<file path="src/cfo_regs.svh">
// Offsets, field positions, codes and reset values for the
// configuration overlay command block. Included by the package and
// by the command module; holds definitions only.
`ifndef CFO_REGS_SVH
`define CFO_REGS_SVH

// Register byte offsets on the register bus, one word each; CFO_CAP_WORD_BASE is a word offset to five capability words
`define CFO_OFS_DATA      8'h00
`define CFO_OFS_FEATURE   8'h04
`define CFO_OFS_SECCNT    8'h08
`define CFO_OFS_SECNUM    8'h0C
`define CFO_OFS_CYLLOW    8'h10
`define CFO_OFS_CYLHIGH   8'h14
`define CFO_OFS_COMMAND   8'h18
`define CFO_OFS_STATE     8'h1C
`define CFO_OFS_ERROR     8'h20
`define CFO_OFS_CTRL      8'h24
`define CFO_OFS_IRQST     8'h28
`define CFO_OFS_IRQMASK   8'h2C
`define CFO_CAP_WORD_BASE 6'h0C

// Opcode and subcommand codes
`define CFO_OPC_OVERLAY   8'hB1
`define CFO_SUB_RESTORE   8'hC0
`define CFO_SUB_FREEZE    8'hC1
`define CFO_SUB_IDENTIFY  8'hC2
`define CFO_SUB_SET       8'hC3

// Field positions
`define CFO_ERR_ABT_BIT   3'd2
`define CFO_ST_BSY_BIT    3'd7
`define CFO_ST_RDY_BIT    3'd6
`define CFO_ST_DRQ_BIT    3'd3
`define CFO_ST_ERR_BIT    3'd0
`define CFO_CTRL_SRST_BIT 3'd0
`define CFO_CTRL_HPA_BIT  3'd1
`define CFO_IRQ_DONE_BIT  1'd0
`define CFO_IRQ_ABORT_BIT 1'd1

// Reset values
`define CFO_RST_STATE     8'h40
`define CFO_RST_ERROR     8'h00
`define CFO_RST_IRQMASK   2'h0

// Overlay data structure layout
`define CFO_REV_VALUE     16'h0002
`define CFO_SIG_VALUE     8'hA5
`define CFO_IDX_REV       8'h00
`define CFO_IDX_LBA_LO    8'h03
`define CFO_IDX_LBA_HI    8'h06
`define CFO_IDX_W63       8'h01
`define CFO_IDX_W82       8'h07
`define CFO_IDX_W83       8'h08
`define CFO_IDX_W84       8'h15
`define CFO_IDX_W88       8'h02

// Abort reason codes and locations
`define CFO_RSN_NONE      8'h00
`define CFO_RSN_REV       8'h01
`define CFO_RSN_SIG       8'h02
`define CFO_RSN_PROT      8'h06
`define CFO_WORD_LBA      8'h03

`endif

</file>
<file path="src/cfo_pkg.sv">
// Types shared by the configuration overlay command block.
// Assumes cfo_regs.svh is on the include path.
`include "cfo_regs.svh"

package cfo_pkg;

	// Command sequencing states
	typedef enum {
		CFO_IDLE,
		CFO_DATA_IN,
		CFO_DATA_OUT,
		CFO_CHECK
	} cfo_state_t;

	// Capability words 63, 82, 83, 84, 88 in slots 0..4
	typedef struct packed {
		logic [4:0][15:0] word;
	} cfo_caps_t;

	// Overlay received by a set, as far as it is checked
	typedef struct packed {
		logic [15:0] rev;
		logic [7:0]  sig;
		logic        lbaNz;
		cfo_caps_t   caps;
	} cfo_stage_t;

	// Outcome of checking a received overlay
	typedef struct packed {
		logic       abort;
		logic [7:0] reason;
		logic [7:0] word;
		logic [7:0] bitPos;
	} cfo_verdict_t;

endpackage : cfo_pkg

</file>
<file path="src/cfo_overlay_check.sv">
// Checks an overlay received by a set subcommand against the
// modification restrictions. Pure combinational; the caller registers.
`timescale 1ns/100ps
`default_nettype none
`include "cfo_regs.svh"

module cfo_overlay_check (
	input  wire cfo_pkg::cfo_stage_t   stage,
	input  wire logic                  hpaActive,
	output var  cfo_pkg::cfo_verdict_t verdict
);
	import cfo_pkg::*;

	// Lowest bit that differs, reported as the bit location
	function automatic logic [7:0] lowBit(input logic [15:0] v);
		logic [7:0] pos;
		pos = 8'h00;
		for (int i = 15; i >= 0; i--) begin
			if (v[i]) begin
				pos = 8'(i);
			end
		end
		return pos;
	endfunction : lowBit

	wire logic [15:0] revDiff = stage.rev ^ `CFO_REV_VALUE;
	wire logic [7:0]  sigDiff = stage.sig ^ `CFO_SIG_VALUE;

	// Protected area first: losing it would be the costliest mistake
	always_comb begin
		verdict = '0;
		if (hpaActive && stage.lbaNz) begin
			verdict.abort  = 1'b1;
			verdict.reason = `CFO_RSN_PROT;
			verdict.word   = `CFO_WORD_LBA;
		end else if (revDiff != 16'h0000) begin
			verdict.abort  = 1'b1;
			verdict.reason = `CFO_RSN_REV;
			verdict.word   = `CFO_IDX_REV;
			verdict.bitPos = lowBit(revDiff);
		end else if (sigDiff != 8'h00) begin
			verdict.abort  = 1'b1;
			verdict.reason = `CFO_RSN_SIG;
			verdict.word   = 8'hFF;
			verdict.bitPos = lowBit({8'h00, sigDiff});
		end
	end

endmodule : cfo_overlay_check
`default_nettype wire

</file>
<file path="src/cfo_config_overlay_cmd.sv">
// Configuration overlay command interpreter with a Wishbone slave
// holding the task-file registers.
// Assumes classic Wishbone on core_clk; rst_n is the power-on reset.
//
// Operation
// - Opcode B1h written to the command register selects the overlay family.
// - Feature C0h restore, C1h freeze lock, C2h identify, C3h set.
// - Restore puts back every capability removed by earlier set commands.
// - After freeze lock, every later overlay subcommand is aborted.
// - Freeze lock survives hardware and software reset; only power-down clears.
// - Identify returns a 512-byte block by PIO data-in; host reads it all. Here DATA_WORDS words, 512 bytes only at 256.
// - Identify response shows reduced set; overlay identify shows the full set.
// - Set may clear capability bits of words 63, 82, 83, 84 and 88.
// - Overlay bits not offered by the full set are ignored.
// - A set breaking a modification restriction is aborted.
// - Aborted set returns reason, word index and bit in task-file registers.
// - With a protected area, LBA-changing set or restore aborts, 06h/03h/00h.
//
// Our own choices: the Wishbone register port and the register addresses.
`timescale 1ns/100ps
`default_nettype none
`include "cfo_regs.svh"

module cfo_config_overlay_cmd #(
	parameter logic [79:0] FULL_CAPS  = {5{16'hFFFF}},
	parameter int          DATA_WORDS = 256
) (
	input  wire logic              core_clk,
	input  wire logic              rst_n,
	input  wire logic              hwReset_n,
	input  wire logic              wb_cyc_i,
	input  wire logic              wb_stb_i,
	input  wire logic              wb_we_i,
	input  wire logic [7:0]        wb_adr_i,
	input  wire logic [3:0]        wb_sel_i,
	input  wire logic [31:0]       wb_dat_i,
	output var  logic [31:0]       wb_dat_o,
	output var  logic              wb_ack_o,
	output var  logic              irq,
	output var  logic              frozenFlag,
	output var  cfo_pkg::cfo_caps_t capWords
);
	import cfo_pkg::*;

	// The data structure must reach past the highest capability word
	if (DATA_WORDS < 32 || DATA_WORDS > 256) begin : gBadWords
		$error("DATA_WORDS must lie between 32 and 256");
	end

	localparam logic [7:0] LAST_IDX = 8'(DATA_WORDS - 1);
	localparam logic [4:0][7:0] CAP_IDX = {`CFO_IDX_W88, `CFO_IDX_W84,
		`CFO_IDX_W83, `CFO_IDX_W82, `CFO_IDX_W63};
	localparam logic [7:0] ST_DONE  = 8'(1 << `CFO_ST_RDY_BIT);
	localparam logic [7:0] ST_ABORT = ST_DONE | 8'(1 << `CFO_ST_ERR_BIT);
	localparam logic [7:0] ST_DRQ   = ST_DONE | 8'(1 << `CFO_ST_DRQ_BIT);
	localparam logic [7:0] ST_BUSY  = 8'(1 << `CFO_ST_BSY_BIT);
	localparam logic [7:0] ERR_ABT  = 8'(1 << `CFO_ERR_ABT_BIT);

	// Checksum of the full-capability structure, fixed at elaboration
	function automatic logic [7:0] csumOf(input logic [79:0] caps);
		logic [7:0] s;
		s = 8'(`CFO_REV_VALUE);
		s = s + `CFO_SIG_VALUE;
		for (int i = 0; i < 10; i++) begin
			s = s + caps[i*8 +: 8];
		end
		return 8'(~s + 8'h01);
	endfunction : csumOf

	localparam logic [7:0] CSUM = csumOf(FULL_CAPS);

	cfo_state_t    stateReg, stateNext;
	logic [7:0]    idxReg, idxNext;
	logic [7:0]    featureReg;
	logic [7:0]    secCntReg, secCntNext;
	logic [7:0]    secNumReg, secNumNext;
	logic [7:0]    cylLowReg, cylLowNext;
	logic [7:0]    cylHighReg, cylHighNext;
	logic [7:0]    errReg, errNext;
	logic [7:0]    statusReg, statusNext;
	logic          frozenReg, frozenNext;
	logic          lbaOvReg, lbaOvNext;
	cfo_caps_t     capReg, capNext;
	cfo_stage_t    stageReg;
	logic [1:0]    irqStReg, irqMaskReg;
	logic          hpaReg;
	logic          ackReg;
	logic [31:0]   datOReg;
	logic          irqReg;
	logic [2:0]    hwSync;
	logic          doneEv, abortEv;
	cfo_verdict_t  verdict;
	logic [15:0]   capIdent;

	// Hardware reset pin: three stages, asserted once stages 2 and 3 both read low
	always_ff @(posedge core_clk or negedge rst_n) begin
		if (!rst_n) begin
			hwSync <= 3'h7;
		end else begin
			hwSync <= {hwSync[1:0], hwReset_n};
		end
	end

	// Bus decode; a request is taken only while no answer is pending
	wire logic       busReq   = wb_cyc_i & wb_stb_i & ~ackReg;
	wire logic       busWr    = busReq & wb_we_i & wb_sel_i[0];
	wire logic       busRd    = busReq & ~wb_we_i;
	wire logic [7:0] adr      = {wb_adr_i[7:2], 2'b00};
	wire logic [5:0] capOff   = wb_adr_i[7:2] - `CFO_CAP_WORD_BASE;
	wire logic       hitCap   = capOff < 6'h05;
	wire logic       hitData  = adr == `CFO_OFS_DATA;
	wire logic       dataRd   = busRd & hitData;
	wire logic       dataWr   = busWr & hitData;
	wire logic       cmdWr    = busWr & (adr == `CFO_OFS_COMMAND);
	wire logic       featWr   = busWr & (adr == `CFO_OFS_FEATURE);
	wire logic       ctrlWr   = busWr & (adr == `CFO_OFS_CTRL);
	wire logic       irqStWr  = busWr & (adr == `CFO_OFS_IRQST);
	wire logic       irqMkWr  = busWr & (adr == `CFO_OFS_IRQMASK);
	wire logic       swReset  = ctrlWr & wb_dat_i[`CFO_CTRL_SRST_BIT];
	wire logic       hwReset  = ~hwSync[1] & ~hwSync[2];
	wire logic       locReset = hwReset | swReset;
	wire logic       lastWord = idxReg == LAST_IDX;
	wire logic       isOvCmd  = cmdWr & (wb_dat_i[7:0] == `CFO_OPC_OVERLAY);

	// Overlay identify reports the full selectable set, not the reduced one
	always_comb begin
		capIdent = 16'h0000;
		for (int k = 0; k < 5; k++) begin
			if (idxReg == CAP_IDX[k]) begin
				capIdent = FULL_CAPS[k*16 +: 16];
			end
		end
	end

	wire logic [15:0] identWord =
		(idxReg == `CFO_IDX_REV) ? `CFO_REV_VALUE :
		lastWord                 ? {CSUM, `CFO_SIG_VALUE} :
		capIdent;

	// Read selection; unmapped offsets answer with zero
	wire logic [31:0] rdMux =
		hitData ? {16'h0000, identWord} :
		(adr == `CFO_OFS_FEATURE) ? {24'h000000, featureReg} :
		(adr == `CFO_OFS_SECCNT)  ? {24'h000000, secCntReg} :
		(adr == `CFO_OFS_SECNUM)  ? {24'h000000, secNumReg} :
		(adr == `CFO_OFS_CYLLOW)  ? {24'h000000, cylLowReg} :
		(adr == `CFO_OFS_CYLHIGH) ? {24'h000000, cylHighReg} :
		(adr == `CFO_OFS_STATE)   ? {24'h000000, statusReg} :
		(adr == `CFO_OFS_ERROR)   ? {24'h000000, errReg} :
		(adr == `CFO_OFS_CTRL)    ? {30'h0, hpaReg, 1'b0} :
		(adr == `CFO_OFS_IRQST)   ? {30'h0, irqStReg} :
		(adr == `CFO_OFS_IRQMASK) ? {30'h0, irqMaskReg} :
		hitCap ? {16'h0000, capReg.word[capOff[2:0]]} :
		32'h00000000;

	cfo_overlay_check uCheck (
		.stage     (stageReg),
		.hpaActive (hpaReg),
		.verdict   (verdict)
	);

	// Command sequencing; results land in the task-file registers
	always_comb begin
		stateNext   = stateReg;
		idxNext     = idxReg;
		secCntNext  = secCntReg;
		secNumNext  = secNumReg;
		cylLowNext  = cylLowReg;
		cylHighNext = cylHighReg;
		errNext     = errReg;
		statusNext  = statusReg;
		frozenNext  = frozenReg;
		lbaOvNext   = lbaOvReg;
		capNext     = capReg;
		doneEv      = 1'b0;
		abortEv     = 1'b0;
		unique case (stateReg)
			CFO_IDLE: begin
				if (isOvCmd) begin
					secCntNext  = 8'h00;
					secNumNext  = 8'h00;
					cylLowNext  = 8'h00;
					cylHighNext = 8'h00;
					errNext     = 8'h00;
					statusNext  = ST_DONE;
					doneEv      = 1'b1;
					if (frozenReg) begin
						doneEv     = 1'b0;
						abortEv    = 1'b1;
					end else if (featureReg == `CFO_SUB_RESTORE) begin
						if (hpaReg && lbaOvReg) begin
							doneEv      = 1'b0;
							abortEv     = 1'b1;
							secCntNext  = `CFO_RSN_PROT;
							cylHighNext = `CFO_WORD_LBA;
						end else begin
							capNext   = FULL_CAPS;
							lbaOvNext = 1'b0;
						end
					end else if (featureReg == `CFO_SUB_FREEZE) begin
						frozenNext = 1'b1;
					end else if (featureReg == `CFO_SUB_IDENTIFY) begin
						doneEv     = 1'b0;
						stateNext  = CFO_DATA_IN;
						idxNext    = 8'h00;
						statusNext = ST_DRQ;
					end else if (featureReg == `CFO_SUB_SET) begin
						doneEv     = 1'b0;
						stateNext  = CFO_DATA_OUT;
						idxNext    = 8'h00;
						statusNext = ST_DRQ;
					end else begin
						doneEv     = 1'b0;
						abortEv    = 1'b1;
					end
				end
			end
			CFO_DATA_IN: begin
				if (dataRd) begin
					idxNext = idxReg + 8'h01;
					if (lastWord) begin
						stateNext  = CFO_IDLE;
						statusNext = ST_DONE;
						doneEv     = 1'b1;
					end
				end
			end
			CFO_DATA_OUT: begin
				if (dataWr) begin
					idxNext = idxReg + 8'h01;
					if (lastWord) begin
						stateNext  = CFO_CHECK;
						statusNext = ST_BUSY;
					end
				end
			end
			CFO_CHECK: begin
				stateNext = CFO_IDLE;
				if (verdict.abort) begin
					abortEv     = 1'b1;
					secCntNext  = verdict.reason;
					cylHighNext = verdict.word;
					cylLowNext  = verdict.bitPos;
				end else begin
					// Only bits the full set offers can stay set
					capNext    = stageReg.caps & FULL_CAPS;
					lbaOvNext  = lbaOvReg | stageReg.lbaNz;
					statusNext = ST_DONE;
					doneEv     = 1'b1;
				end
			end
		endcase
		if (abortEv) begin
			statusNext = ST_ABORT;
			errNext    = ERR_ABT;
		end
		// Resets abandon a command; the lock is held over them
		if (locReset) begin
			stateNext  = CFO_IDLE;
			statusNext = `CFO_RST_STATE;
			errNext    = `CFO_RST_ERROR;
			doneEv     = 1'b0;
			abortEv    = 1'b0;
		end
	end

	// Command state registers; only power-on clears the lock
	always_ff @(posedge core_clk or negedge rst_n) begin
		if (!rst_n) begin
			stateReg   <= CFO_IDLE;
			idxReg     <= 8'h00;
			secCntReg  <= 8'h00;
			secNumReg  <= 8'h00;
			cylLowReg  <= 8'h00;
			cylHighReg <= 8'h00;
			errReg     <= `CFO_RST_ERROR;
			statusReg  <= `CFO_RST_STATE;
			frozenReg  <= 1'b0;
			lbaOvReg   <= 1'b0;
			capReg     <= FULL_CAPS;
		end else begin
			stateReg   <= stateNext;
			idxReg     <= idxNext;
			secCntReg  <= secCntNext;
			secNumReg  <= secNumNext;
			cylLowReg  <= cylLowNext;
			cylHighReg <= cylHighNext;
			errReg     <= errNext;
			statusReg  <= statusNext;
			frozenReg  <= frozenNext;
			lbaOvReg   <= lbaOvNext;
			capReg     <= capNext;
		end
	end

	// Host-written registers; feature is ignored while a command runs
	always_ff @(posedge core_clk or negedge rst_n) begin
		if (!rst_n) begin
			featureReg <= 8'h00;
			hpaReg     <= 1'b0;
			irqMaskReg <= `CFO_RST_IRQMASK;
		end else begin
			if (featWr && stateReg == CFO_IDLE) begin
				featureReg <= wb_dat_i[7:0];
			end
			if (ctrlWr) begin
				hpaReg <= wb_dat_i[`CFO_CTRL_HPA_BIT];
			end
			if (irqMkWr) begin
				irqMaskReg <= wb_dat_i[1:0];
			end
		end
	end

	// Received overlay, captured word by word during the data-out phase
	wire logic inSet  = dataWr & (stateReg == CFO_DATA_OUT);
	wire logic lbaHit = idxReg >= `CFO_IDX_LBA_LO &&
		idxReg <= `CFO_IDX_LBA_HI;

	always_ff @(posedge core_clk or negedge rst_n) begin
		if (!rst_n) begin
			stageReg.rev   <= 16'h0000;
			stageReg.sig   <= 8'h00;
			stageReg.lbaNz <= 1'b0;
		end else if (inSet) begin
			if (idxReg == `CFO_IDX_REV) begin
				stageReg.rev   <= wb_dat_i[15:0];
				stageReg.lbaNz <= 1'b0;
			end
			if (lastWord) begin
				stageReg.sig <= wb_dat_i[7:0];
			end
			if (lbaHit && wb_dat_i[15:0] != 16'h0000) begin
				stageReg.lbaNz <= 1'b1;
			end
		end
	end

	// One capture register per capability word
	for (genvar g = 0; g < 5; g++) begin : gCap
		always_ff @(posedge core_clk or negedge rst_n) begin
			if (!rst_n) begin
				stageReg.caps.word[g] <= 16'h0000;
			end else if (inSet && idxReg == CAP_IDX[g]) begin
				stageReg.caps.word[g] <= wb_dat_i[15:0];
			end
		end
	end

	// Sticky events, write one to clear; a new event beats the clear
	wire logic [1:0] irqEvents = {abortEv, doneEv};
	wire logic [1:0] irqClr    = irqStWr ? wb_dat_i[1:0] : 2'b00;
	wire logic [1:0] irqStNext = (irqStReg & ~irqClr) | irqEvents;

	// Bus answer one cycle after the request; outputs all registered
	always_ff @(posedge core_clk or negedge rst_n) begin
		if (!rst_n) begin
			irqStReg <= 2'b00;
			irqReg   <= 1'b0;
			ackReg   <= 1'b0;
			datOReg  <= 32'h00000000;
		end else begin
			irqStReg <= irqStNext;
			irqReg   <= |(irqStNext & irqMaskReg);
			ackReg   <= busReq;
			if (busRd) begin
				datOReg <= rdMux;
			end
		end
	end

	assign wb_dat_o   = datOReg;
	assign wb_ack_o   = ackReg;
	assign irq        = irqReg;
	assign frozenFlag = frozenReg;
	assign capWords   = capReg;

endmodule : cfo_config_overlay_cmd
`default_nettype wire

</file>
<file path="config.mk">
export PLATFORM = sky130hd
export DESIGN_NAME = cfo_config_overlay_cmd
export DESIGN_NICKNAME = d
export VERILOG_FILES = /design/src/cfo_pkg.sv /design/src/cfo_overlay_check.sv /design/src/cfo_config_overlay_cmd.sv
export VERILOG_INCLUDE_DIRS = /design/src
export SDC_FILE = /design/constraint.sdc
export NUM_CORES = 1
export LEC_CHECK = 0
export BUFFER_PORTS_ARGS = -buffer_cell sky130_fd_sc_hd__buf_2
export CAP_MARGIN = 20
export CORE_MARGIN = 1
export CORE_UTILIZATION = 52
export DETAILED_ROUTE_END_ITERATION = 7
export PLACE_DENSITY = 0.84
export SYNTH_ARGS = -nofsm -noshare
export SYNTH_HDL_FRONTEND = slang
export SYNTH_SLANG_ARGS = --single-unit
</file>
<file path="constraint.sdc">
create_clock -name core_clk -period 2.4 [get_ports core_clk]
set_input_delay 0.48 -clock core_clk [delete_from_list [all_inputs] [get_ports core_clk]]
set_output_delay 0.48 -clock core_clk [all_outputs]
set_load 0.05 [all_outputs]
</file>
Yosys cells after proc, flatten, opt, wreduce, memory -nomap -nowiden:

Index checks and enable logic that the tools add are counted.

* $add $sub $neg: 2
* multiply operators: 0
* divide/modulo/power cells: 0
* $lt $le $gt $ge: 4
* equal/unequal tests: 52
* shift-type cells: 0
* multiplexer cells: 139
* bitwise gates (word level): 28
* reductions and logical operators: 33

Operator list (count)
* two-way mux 80 bit: 5
* two-way mux 32 bit: 11
* two-way mux 16 bit: 20
* two-way mux 8 bit: 27
* one-hot mux 80 bit (2 select lines): 1
* one-hot mux 32 bit (4 select lines): 1
* two-way mux 4 bit: 21
* equality test 32 x 2 -> 1 bit (second input constant): 2
* zero test 32 bit: 2
* two-way mux 25 bit: 2
* binary-select mux 16 bit (select 3 bit): 1
* equality test 8 bit (second input constant): 6
* one-hot mux 8 bit (2 select lines): 3
* equality test 32 x 1 -> 1 bit (second input constant): 1
* equality test 32 x 3 -> 1 bit (second input constant): 1
* one-hot mux 8 bit (4 select lines): 1
* nonzero test 16 bit: 2
* two-way mux 3 bit: 10
* inequality test 4 bit (second input constant): 7
* two-way mux 1 bit: 27
* inequality test 3 bit (second input constant): 9
* equality test 6 x 3 -> 1 bit (second input constant): 4
* equality test 6 x 4 -> 1 bit (second input constant): 4
* one-hot mux 8 bit (3 select lines): 1
* 37 further kinds: 89

* bits in registers: 317
* latch bits: 0
* RAM bits: 0
* bits in read-only memories: 0
* logic and storage cells: 288
* memories kept: 0

Longest topological paths before layout:

Gate-level depths: netlist of run 1.

* depth after elaboration: 24
* mapped depth: 12
* depth with buffers taken out: 8

By module:

From an unflattened synthesis of run 1, not the netlist that was laid out.

* cells, all modules: 1207
* area, all modules: 12881.1 um^2

By module, submodules not included
* cfo_config_overlay_cmd: instances 1, cells an instance 1138, area each 12399.4 um^2, sequential area each 6611.3 um^2
* cfo_overlay_check: instances 1, cells an instance 69, area each 481.7 um^2, sequential area each 0.0 um^2

Worst setup path after synthesis of run 1:

Ideal clock, no wire load.

* kind: input-to-reg
* start: input wb_adr_i[4]
* end: register stageReg[10] in the netlist's numbering
* setup time: 125 ps
* data arrival time: 2753 ps
* data required time: 2275 ps
* path slack: -478 ps
* stages: 10
* cells stage by stage: clkbuf_1 inv_1 ha_1 or3b_1 buf_4 nor2_8 nand4_4 nor3b_2 buf_4 mux2_2

* longest elaborated chain between the ends: 4

Ends and longest elaborated chain
* start: declaration: RTL line cfo_config_overlay_cmd.sv:34 `input wire logic [7:0] wb_adr_i,`
* zero test 8 bit (no line)
* AND 1 bit: RTL line cfo_config_overlay_cmd.sv:113 `wire logic dataWr = busWr & hitData;`
* AND 1 bit: RTL line cfo_config_overlay_cmd.sv:316 `wire logic inSet = dataWr & (stateReg == CFO_DATA_OUT);`
* logical AND 1 bit: RTL line cfo_config_overlay_cmd.sv:344 `end else if (inSet && idxReg == CAP_IDX[g]) begin`
* end: declaration: RTL line cfo_config_overlay_cmd.sv:84 `cfo_stage_t stageReg;`

Every way passes these cells.
A chain may end at the register's enable or synchronous reset.

Final worst setup path of run 1:

* start: register stageReg[102] in the netlist's numbering
* end: register capReg (netlist bit capWords[38])

* longest elaborated chain between the ends: 5

Ends and longest elaborated chain
* nonzero test 16 bit: RTL line cfo_overlay_check.sv:36 `end else if (revDiff != 16'h0000) begin`
* two-way mux 25 bit: RTL line cfo_overlay_check.sv:36
* two-way mux 17 bit: RTL line cfo_overlay_check.sv:32 `if (hpaActive && stage.lbaNz) begin`
* inequality test 2 bit (no line)
* AND reduction 6 bit (no line)
* end signal: assignment: RTL line cfo_config_overlay_cmd.sv:292 `capReg <= capNext;`
* end: declaration: RTL line cfo_config_overlay_cmd.sv:83 `cfo_caps_t capReg, capNext;`

Every way passes these cells.

==> qor.txt, run 1 <==
Status = complete, no violations
Worst-Margin Slew = 0.6350 ns
DRT iter0 DRCs = 832
CP max stage delay = 0.45 ns
Crit path time final = 2.391 ns
Pwr Density = 601.2 nW/um^2
CTS root buf = clkbuf_16
Synth Flop Type = dfrtp_1
Worst VDD drop = 0.0005265 V
Clock Sinks = 244
CP endpoint = capWords[38]
Hold Path Class = input port to register
RSZ-0062 raised after global routing = true
# Max-Cap Violations = 0
Initial antenna violation count = 1
H-tree Lvls = 1
Yosys warning count = 0
Final net count = 1,352
Post-Syn Instances = 1,090
Top Family by Delay on Critical Path = simple AND/OR/NAND/NOR gates
Final Max Tran Viols = 0
Critical path data required time = 2.85 ns
Final hold violations = 0
Slew headroom = 57.66%
Via/cell ratio = 6.001
Comb pwr share = 9.1%
Worst setup EP type = register
Worst Skew = 0.01164 ns
Sw Ratio = 25.65%
Crit path launch = stageReg[102]
First-pass GRT wire length = 54,940 um
Post-synthesis register bit count = 244
Die area = 24,100 sq um
CTS clk-pin slew, worst paths = 0.06 ns
Drt first pass iters = 5
Register area share after synthesis = 50.87%
Die W = 155.2 um
Die height = 155.2 um
Total number of vias = 9,728
CTS tree = done
Period Utilization, post-route = 99.64%
HPWL after DPL = 24,620 um
Mapped Area = 12,210 sq um
Post-CTS Setup Bufs = 0
Final GP Congestion = 0.9298
Worst reg2reg path depth = 7
DRC viols = 0
Post-Place Setup Slack = -0.3774 ns
All-Layer GR Usage = 29.92%
Initial Utilization = 53.44%
Layout cells sized above 1 = 41.47%
Sw power = 0.002284 W
WS Path Type = register to register
Synth async-reset ratio = 100.0%
Clock power share = 43.4%
Area delta synth->final = 21.33%
Worst path cell trace = nor4_2, buf_4, nand4_1, o31a_1, or3_4, buf_12, o21ai_1
Core ar. = 22,850 sq um
Vias in the first global route = 9,711
Post-detailed-route count of antenna-violating nets = 0
Final Setup Violations = 0
Fin Setup TNS = 0 ns
Pin count of the biggest net entering global routing = 80
Routed wire per std cell = 21.82 um
Reg-to-reg slack, setup = 0.009 ns
Post-Route WL = 35,380 um
Worst hold margin = 0.06139 ns
Crit path DAT = 2.84 ns
Sequential share of power = 47.5%
Setup WS post-layout = 0.008553 ns
Max clock buf depth = 3
Leakage = 7.268 nW
R2R Path End = capWords[38]
Top-level I/O count = 165
Clk_lat worst skew = 0.53 ns
CTS buffer count = 25
CP max-delay cell = or3_4
Fmax = 0.4182 GHz
Grt total ovfl = 0
Final Cell Area = 14,810 sq um
Layout Cells excl Fill = 1,621
Internal power = 0.006622 W
Distinct cells, synth = 83
Number of stages on the worst setup path = 7
CP startpoint kind = register
R2r startpoint = stageReg[102]
Crit-path max FO = 73
CP Buf/Inv Count = 2
Placed Area = 13,940 sq um
Mapped Avg Cell Area = 11.20 sq um
Port bufs = 127
Num rows = 55
Inst Count DP = 1,573
Post-synth EDFFs = 0
-- sequential cells by signal, indices dropped and copies added (netlist names) --
| register | flops |
|---|---|
| capWords | 80 |
| cylHighReg | 2 |
| cylLowReg | 4 |
| errReg | 1 |
| featureReg | 8 |
| frozenFlag | 1 |
| hpaReg | 1 |
| hwSync | 3 |
| idxReg | 8 |
| irq | 1 |
| irqMaskReg | 2 |
| irqStReg | 2 |
| lbaOvReg | 1 |
| secCntReg | 2 |
| stageReg | 105 |
| stateReg | 2 |
| statusReg | 4 |
| wb_ack_o | 1 |
| wb_dat_o | 16 |
-- cells in the final DEF (no fill, tap or decap), drive strengths merged, types with 4 or more instances in the layout --
master | synthesis | final
and4 | 4 | 4
o22a | 8 | 8
o22ai | 7 | 7
a22oi | 13 | 13
buf | 48 | 242
nor4 | 8 | 8
a22o | 9 | 9
clkbuf | 39 | 34
nor2b | 88 | 88
clkinv | 0 | 9
dfrtp | 160 | 160
nor3b | 14 | 14
and3 | 12 | 12
a21oi | 21 | 21
o31ai | 6 | 6
conb | 1 | 16
or3b | 4 | 4
ha | 14 | 14
o21a | 4 | 4
o21ai | 102 | 102
nor3 | 9 | 9
inv | 17 | 18
a21boi | 4 | 4
mux2 | 118 | 118
mux2i | 5 | 5
dfstp | 84 | 84
nand2 | 124 | 124
mux4 | 14 | 14
nor2 | 39 | 39
a221o | 6 | 6
nand2b | 11 | 11
nand4 | 13 | 13
a31oi | 6 | 6
o32a | 4 | 4
nand3 | 12 | 12
nor4b | 5 | 5
-- how the worst min path moves through the flow --
stage	startpoint	to	slack, ns	cells after the start
floorplan	rst_n	cylHighReg[1]	0.18	0
finish	hwReset_n	hwSync[0]	0.06	1
detailed placement	hwSync[0]	hwSync[1]	0.35	0
CTS	hwReset_n	hwSync[0]	0.05	1
global route	hwReset_n	hwSync[0]	0.05	1
global placement	hwSync[0]	hwSync[1]	0.35	0
-- cells in the mapped netlist, drive strengths merged, types with 5 or more instances --
cell      n  area share (%)
mux2    118              11
and3     12            0.63
nor4      8            0.69
clkbuf   39             1.2
nor2     39             1.4
a21oi    21            0.86
nand2b   11            0.56
nand3    12            0.49
dfstp    84              18
nor4b     5            0.36
o31ai     6            0.37
a31oi     6            0.31
a22oi    13            0.80
dfrtp   160              33
mux4     14             2.6
a22o      9            0.65
mux2i     5            0.41
nor2b    88             4.5
nand2   124             3.8
o21ai   102             4.3
o22a      8            0.57
ha       14             1.4
buf      48             3.1
a221o     6            0.49
o22ai     7            0.36
nand4    13            0.79
inv      17            0.52
nor3b    14            0.94
nor3      9            0.41
-- area by class of cell --
type | instances | area, sq um
antenna | 1 | 2.502
clock inverter | 12 | 95.09
tap | 313 | 391.6
timing repair buffer | 243 | 1669
multi-input combinational | 757 | 5644
inverter | 17 | 78.83
clock buffer | 34 | 719.4
sequential | 244 | 6212
fill | 1662 | 8034
-- power by group through the flow --
| stage | sequential [W] | combinational [W] | clock [W] |
|---|---|---|---|
| global placement | 0.00429 | 0.000797 | 0 |
| finish | 0.00423 | 0.000811 | 0.00387 |
| CTS | 0.00423 | 0.000808 | 0.00390 |
| detailed placement | 0.00430 | 0.000802 | 0 |
| floorplan | 0.00449 | 0.000292 | 0 |
| global route | 0.00423 | 0.000863 | 0.00406 |
-- timing repair --
action / CTS / global route
hold endpoints to repair: 48 / 0
endpoints found under the setup margin: 76 / 96
hold buffers: 1 / 0
gates resized for setup: 2 / 7
-- routing by layer --
metal	vias to the layer above	share of wire, %	global-route usage (%)
met2	444	47	48.41
met3	87	8.1	6.825
met1	4932	41	39.73
met4	0	3.6	10.60
li1	4265	-	-
met5	-	0	0
-- per-stage QoR --
stage | total power (W) | utilization [%]
4_1_cts | 0.008941 | 64.66
3_3_place_gp | 0.005092 | 61.00
5_1_grt | 0.009160 | 64.84
6_report | 0.008906 | 64.84
3_5_place_dp | 0.005101 | 61.00
2_1_floorplan | 0.004781 | -
-- cells by family after synthesis --
kind of cell	count (synthesis)	synth area share [%]
adders and majority gates	14	1.435
AOI/OAI and AO/OA	226	12.14
and+or+nand+nor	364	16.55
buffers and inverters	104	4.817
other	1	0.03071
DFF	244	50.87
muxes	137	14.15
Power figures use the tool's default switching activity.
==> run 2, diff against run 1 <==
==> constraint.sdc (replaced) <==
create_clock -name core_clk -period 2.4 [get_ports core_clk]
set_input_delay 0.24 -clock core_clk [delete_from_list [all_inputs] [get_ports core_clk]]
set_output_delay 0.24 -clock core_clk [all_outputs]
set_load 0.05 [all_outputs]
==> run 2 against run 1 <==
Clock-buffer cell count rose by 1; global-route usage fell by 1.3 points; clock power rose by 19%; flip-flop and latch count did not move; combinational power fell by 2%; setup slack improved by 0.040 ns.
==> qor.txt, run 2 (synthesis results as in run 1) <==
Final net count = 1,339 (-0.96%)
RSZ-0062 raised after global routing = true
Grt total ovfl = 0 (unchanged)
Initial antenna violation count = 2 (+1)
Crit path DAT = 2.80 ns (-0.04 ns)
First-pass GRT wire length = 52,870 um (-3.8%)
R2r startpoint = stageReg[104]
Initial Utilization = 53.44% (unchanged)
CTS buffer count = 26 (+4.0%)
Die height = 155.2 um (unchanged)
Crit path time final = 2.351 ns (-0.04022 ns)
Port bufs = 127 (unchanged)
Routed wire per std cell = 22.29 um (+2.1%)
# Max-Cap Violations = 0 (unchanged)
Sequential share of power = 44.0% (-3.5 points)
Commonest non-fill, non-tap cell in the layout = dfrtp_1
Worst Skew = 0.01733 ns (+0.005684 ns)
Die W = 155.2 um (unchanged)
Fmax = 0.4253 GHz (+1.7%)
Slew headroom = 63.20% (+5.5 points)
Worst-Margin Slew = 0.5367 ns (-0.09837 ns)
CTS tree = done
Worst reg2reg path depth = 8 (+1)
Leakage = 7.306 nW (+0.52%)
Worst path cell trace = nor4_2, buf_4, nand4_1, o31a_1, buf_4, or3_4, clkbuf_16, o21ai_1
Top-level I/O count = 165 (unchanged)
Final Max Tran Viols = 0 (unchanged)
Layout Cells excl Fill = 1,609 (-0.74%)
CP startpoint kind = register
Hold Path Class = input port to register
Pin count of the biggest net entering global routing = 73 (-8.8%)
Crit-path max FO = 9 (-88%)
All-Layer GR Usage = 28.64% (-1.3 points)
Status = complete, no violations
Comb pwr share = 8.2% (-0.9 points)
Max clock buf depth = 3 (unchanged)
Sw power = 0.002317 W (+1.4%)
Layout cells sized above 1 = 41.08% (-0.39 points)
Clock Sinks = 244 (unchanged)
Area delta synth->final = 22.19%
Clk_lat worst skew = 0.54 ns (about the same)
Inst Count DP = 1,551 (-1.4%)
Crit path launch = stageReg[104]
CP max stage delay = 0.40 ns (-0.05 ns)
Critical path data required time = 2.85 ns (about the same)
Num rows = 55 (unchanged)
Clock power share = 47.8% (+4.4 points)
Vias in the first global route = 9,325 (-4.0%)
Largest register FFs = 105 (unchanged)
Sw Ratio = 24.08% (-1.6 points)
# fillers = 1,660 (-0.12%)
Worst VDD drop = 0.0004947 V (-6.0%)
DRT iter0 DRCs = 1,048 (+26%)
Total number of vias = 9,859 (+1.3%)
Core ar. = 22,850 sq um (unchanged)
Internal power = 0.007308 W (+10%)
Total chip power = 0.009626 W (+8.1%)
Worst setup EP type = register
H-tree Lvls = 1 (unchanged)
Drt first pass iters = 5 (unchanged)
Reg with most FFs = stageReg
Hold path start = wb_cyc_i
WS Path Type = register to register
Most frequent cells in the layout = dfrtp_1 (159), buf_2 (126), nand2_1 (123)
DRC viols = 0 (unchanged)
Post-detailed-route count of antenna-violating nets = 0 (unchanged)
CTS root buf = clkbuf_16
CP Buf/Inv Count = 3 (+1)
Final Setup Violations = 0 (unchanged)
Worst hold path stage count = 2 (+1)
Number of stages on the worst setup path = 8 (+1)
CP max-delay cell = dfrtp_1
Pwr Density = 645.2 nW/um^2 (+7.3%)
Post-Route WL = 35,860 um (+1.4%)
CTS clk-pin slew, worst paths = 0.06 ns (about the same)
Via/cell ratio = 6.127 (+2.1%)
Worst hold margin = 0.03876 ns (-0.02263 ns)
Final hold violations = 0 (unchanged)
Period Utilization, post-route = 97.97% (-1.7 points)
Die area = 24,100 sq um (unchanged)
Reg-to-reg slack, setup = 0.05 ns (+0.04 ns)
HPWL after DPL = 23,640 um (-4.0%)
Most common cell on crit path = buf_4
Top Family by Delay on Critical Path = simple AND/OR/NAND/NOR gates
Final GP Congestion = 0.9277 (-0.23%)
run 2: power groups by stage:
stage / Combinational [W] / Sequential, W / Clock [W]
6_report: 0.000791 / 0.00423 / 0.00460
5_1_grt: 0.000839 / 0.00424 / 0.00478
4_1_cts: 0.000788 / 0.00423 / 0.00463
3_5_place_dp: 0.000782 / 0.00430 / 0
3_3_place_gp: 0.000772 / 0.00429 / 0
2_1_floorplan: 0.000289 / 0.00449 / 0
run 2: cell type report:
| cell class | instances | area [sq um] | share of cell area, % |
|---|---|---|---|
| diodes | 1 | 2.502 | 0.01677 |
| flip-flops and latches | 244 | 6212 | 41.64 |
| well taps | 313 | 391.6 | 2.625 |
| clock buffers | 35 | 775.7 | 5.200 |
| inverters | 17 | 71.32 | 0.4781 |
| multi-input cells | 758 | 5579 | 37.40 |
| clock inverters | 13 | 222.7 | 1.493 |
| repair buffers | 228 | 1663 | 11.15 |
run 2: repair_timing:
item,CTS,global route
hold buffers,2,0
pin swaps,0,3
hold endpoints to repair,45,0
buffers inserted,0,1
resized for setup,2,15
cloned,0,6
endpoints found under the setup margin,31,155
run 2: stage by stage:
step / area (sq um) / setup TNS (ns) / utilization [%] / worst slack, ns
after floorplan: 12330 / -0.08731 / - / -0.009701
after global placement: 13700 / -7.232 / 59.97 / -0.1026
after detailed placement: 13700 / -11.21 / 59.97 / -0.1259
after CTS: 14730 / 0 / 64.49 / 0.01586
after global routing: 14920 / -0.04192 / 65.30 / -0.01405
final: 14920 / 0 / 65.30 / 0.04878
run 2: final timing paths:
check / endpoint
setup / recovery: capWords[13]
hold / removal: wb_ack_o
setup reg to reg: capWords[13]
hold reg to reg: hwSync[1]
max in group asynchronous: capWords[41]
min in group asynchronous: stageReg[49]
run 2: per-layer routing:
| metal | routed length, um | GRT usage [%] | part of all wire, % |
|---|---|---|---|
| met1 | 14350 | 39.01 | 40 |
| met2 | 16770 | 44.89 | 47 |
| met3 | 3312 | 6.267 | 9.2 |
| met4 | 1410 | 11.20 | 3.9 |
| met5 | 13 | 0 | 0.036 |
run 2: worst reg2reg max path: stages, from the launching register on:
cell and delay, ns:
dfrtp_1 0.40, nor4_2 0.31, buf_4 0.18, nand4_1 0.14, o31a_1 0.35, buf_4 0.15
or3_4 0.40, clkbuf_16 0.20, o21ai_1 0.16
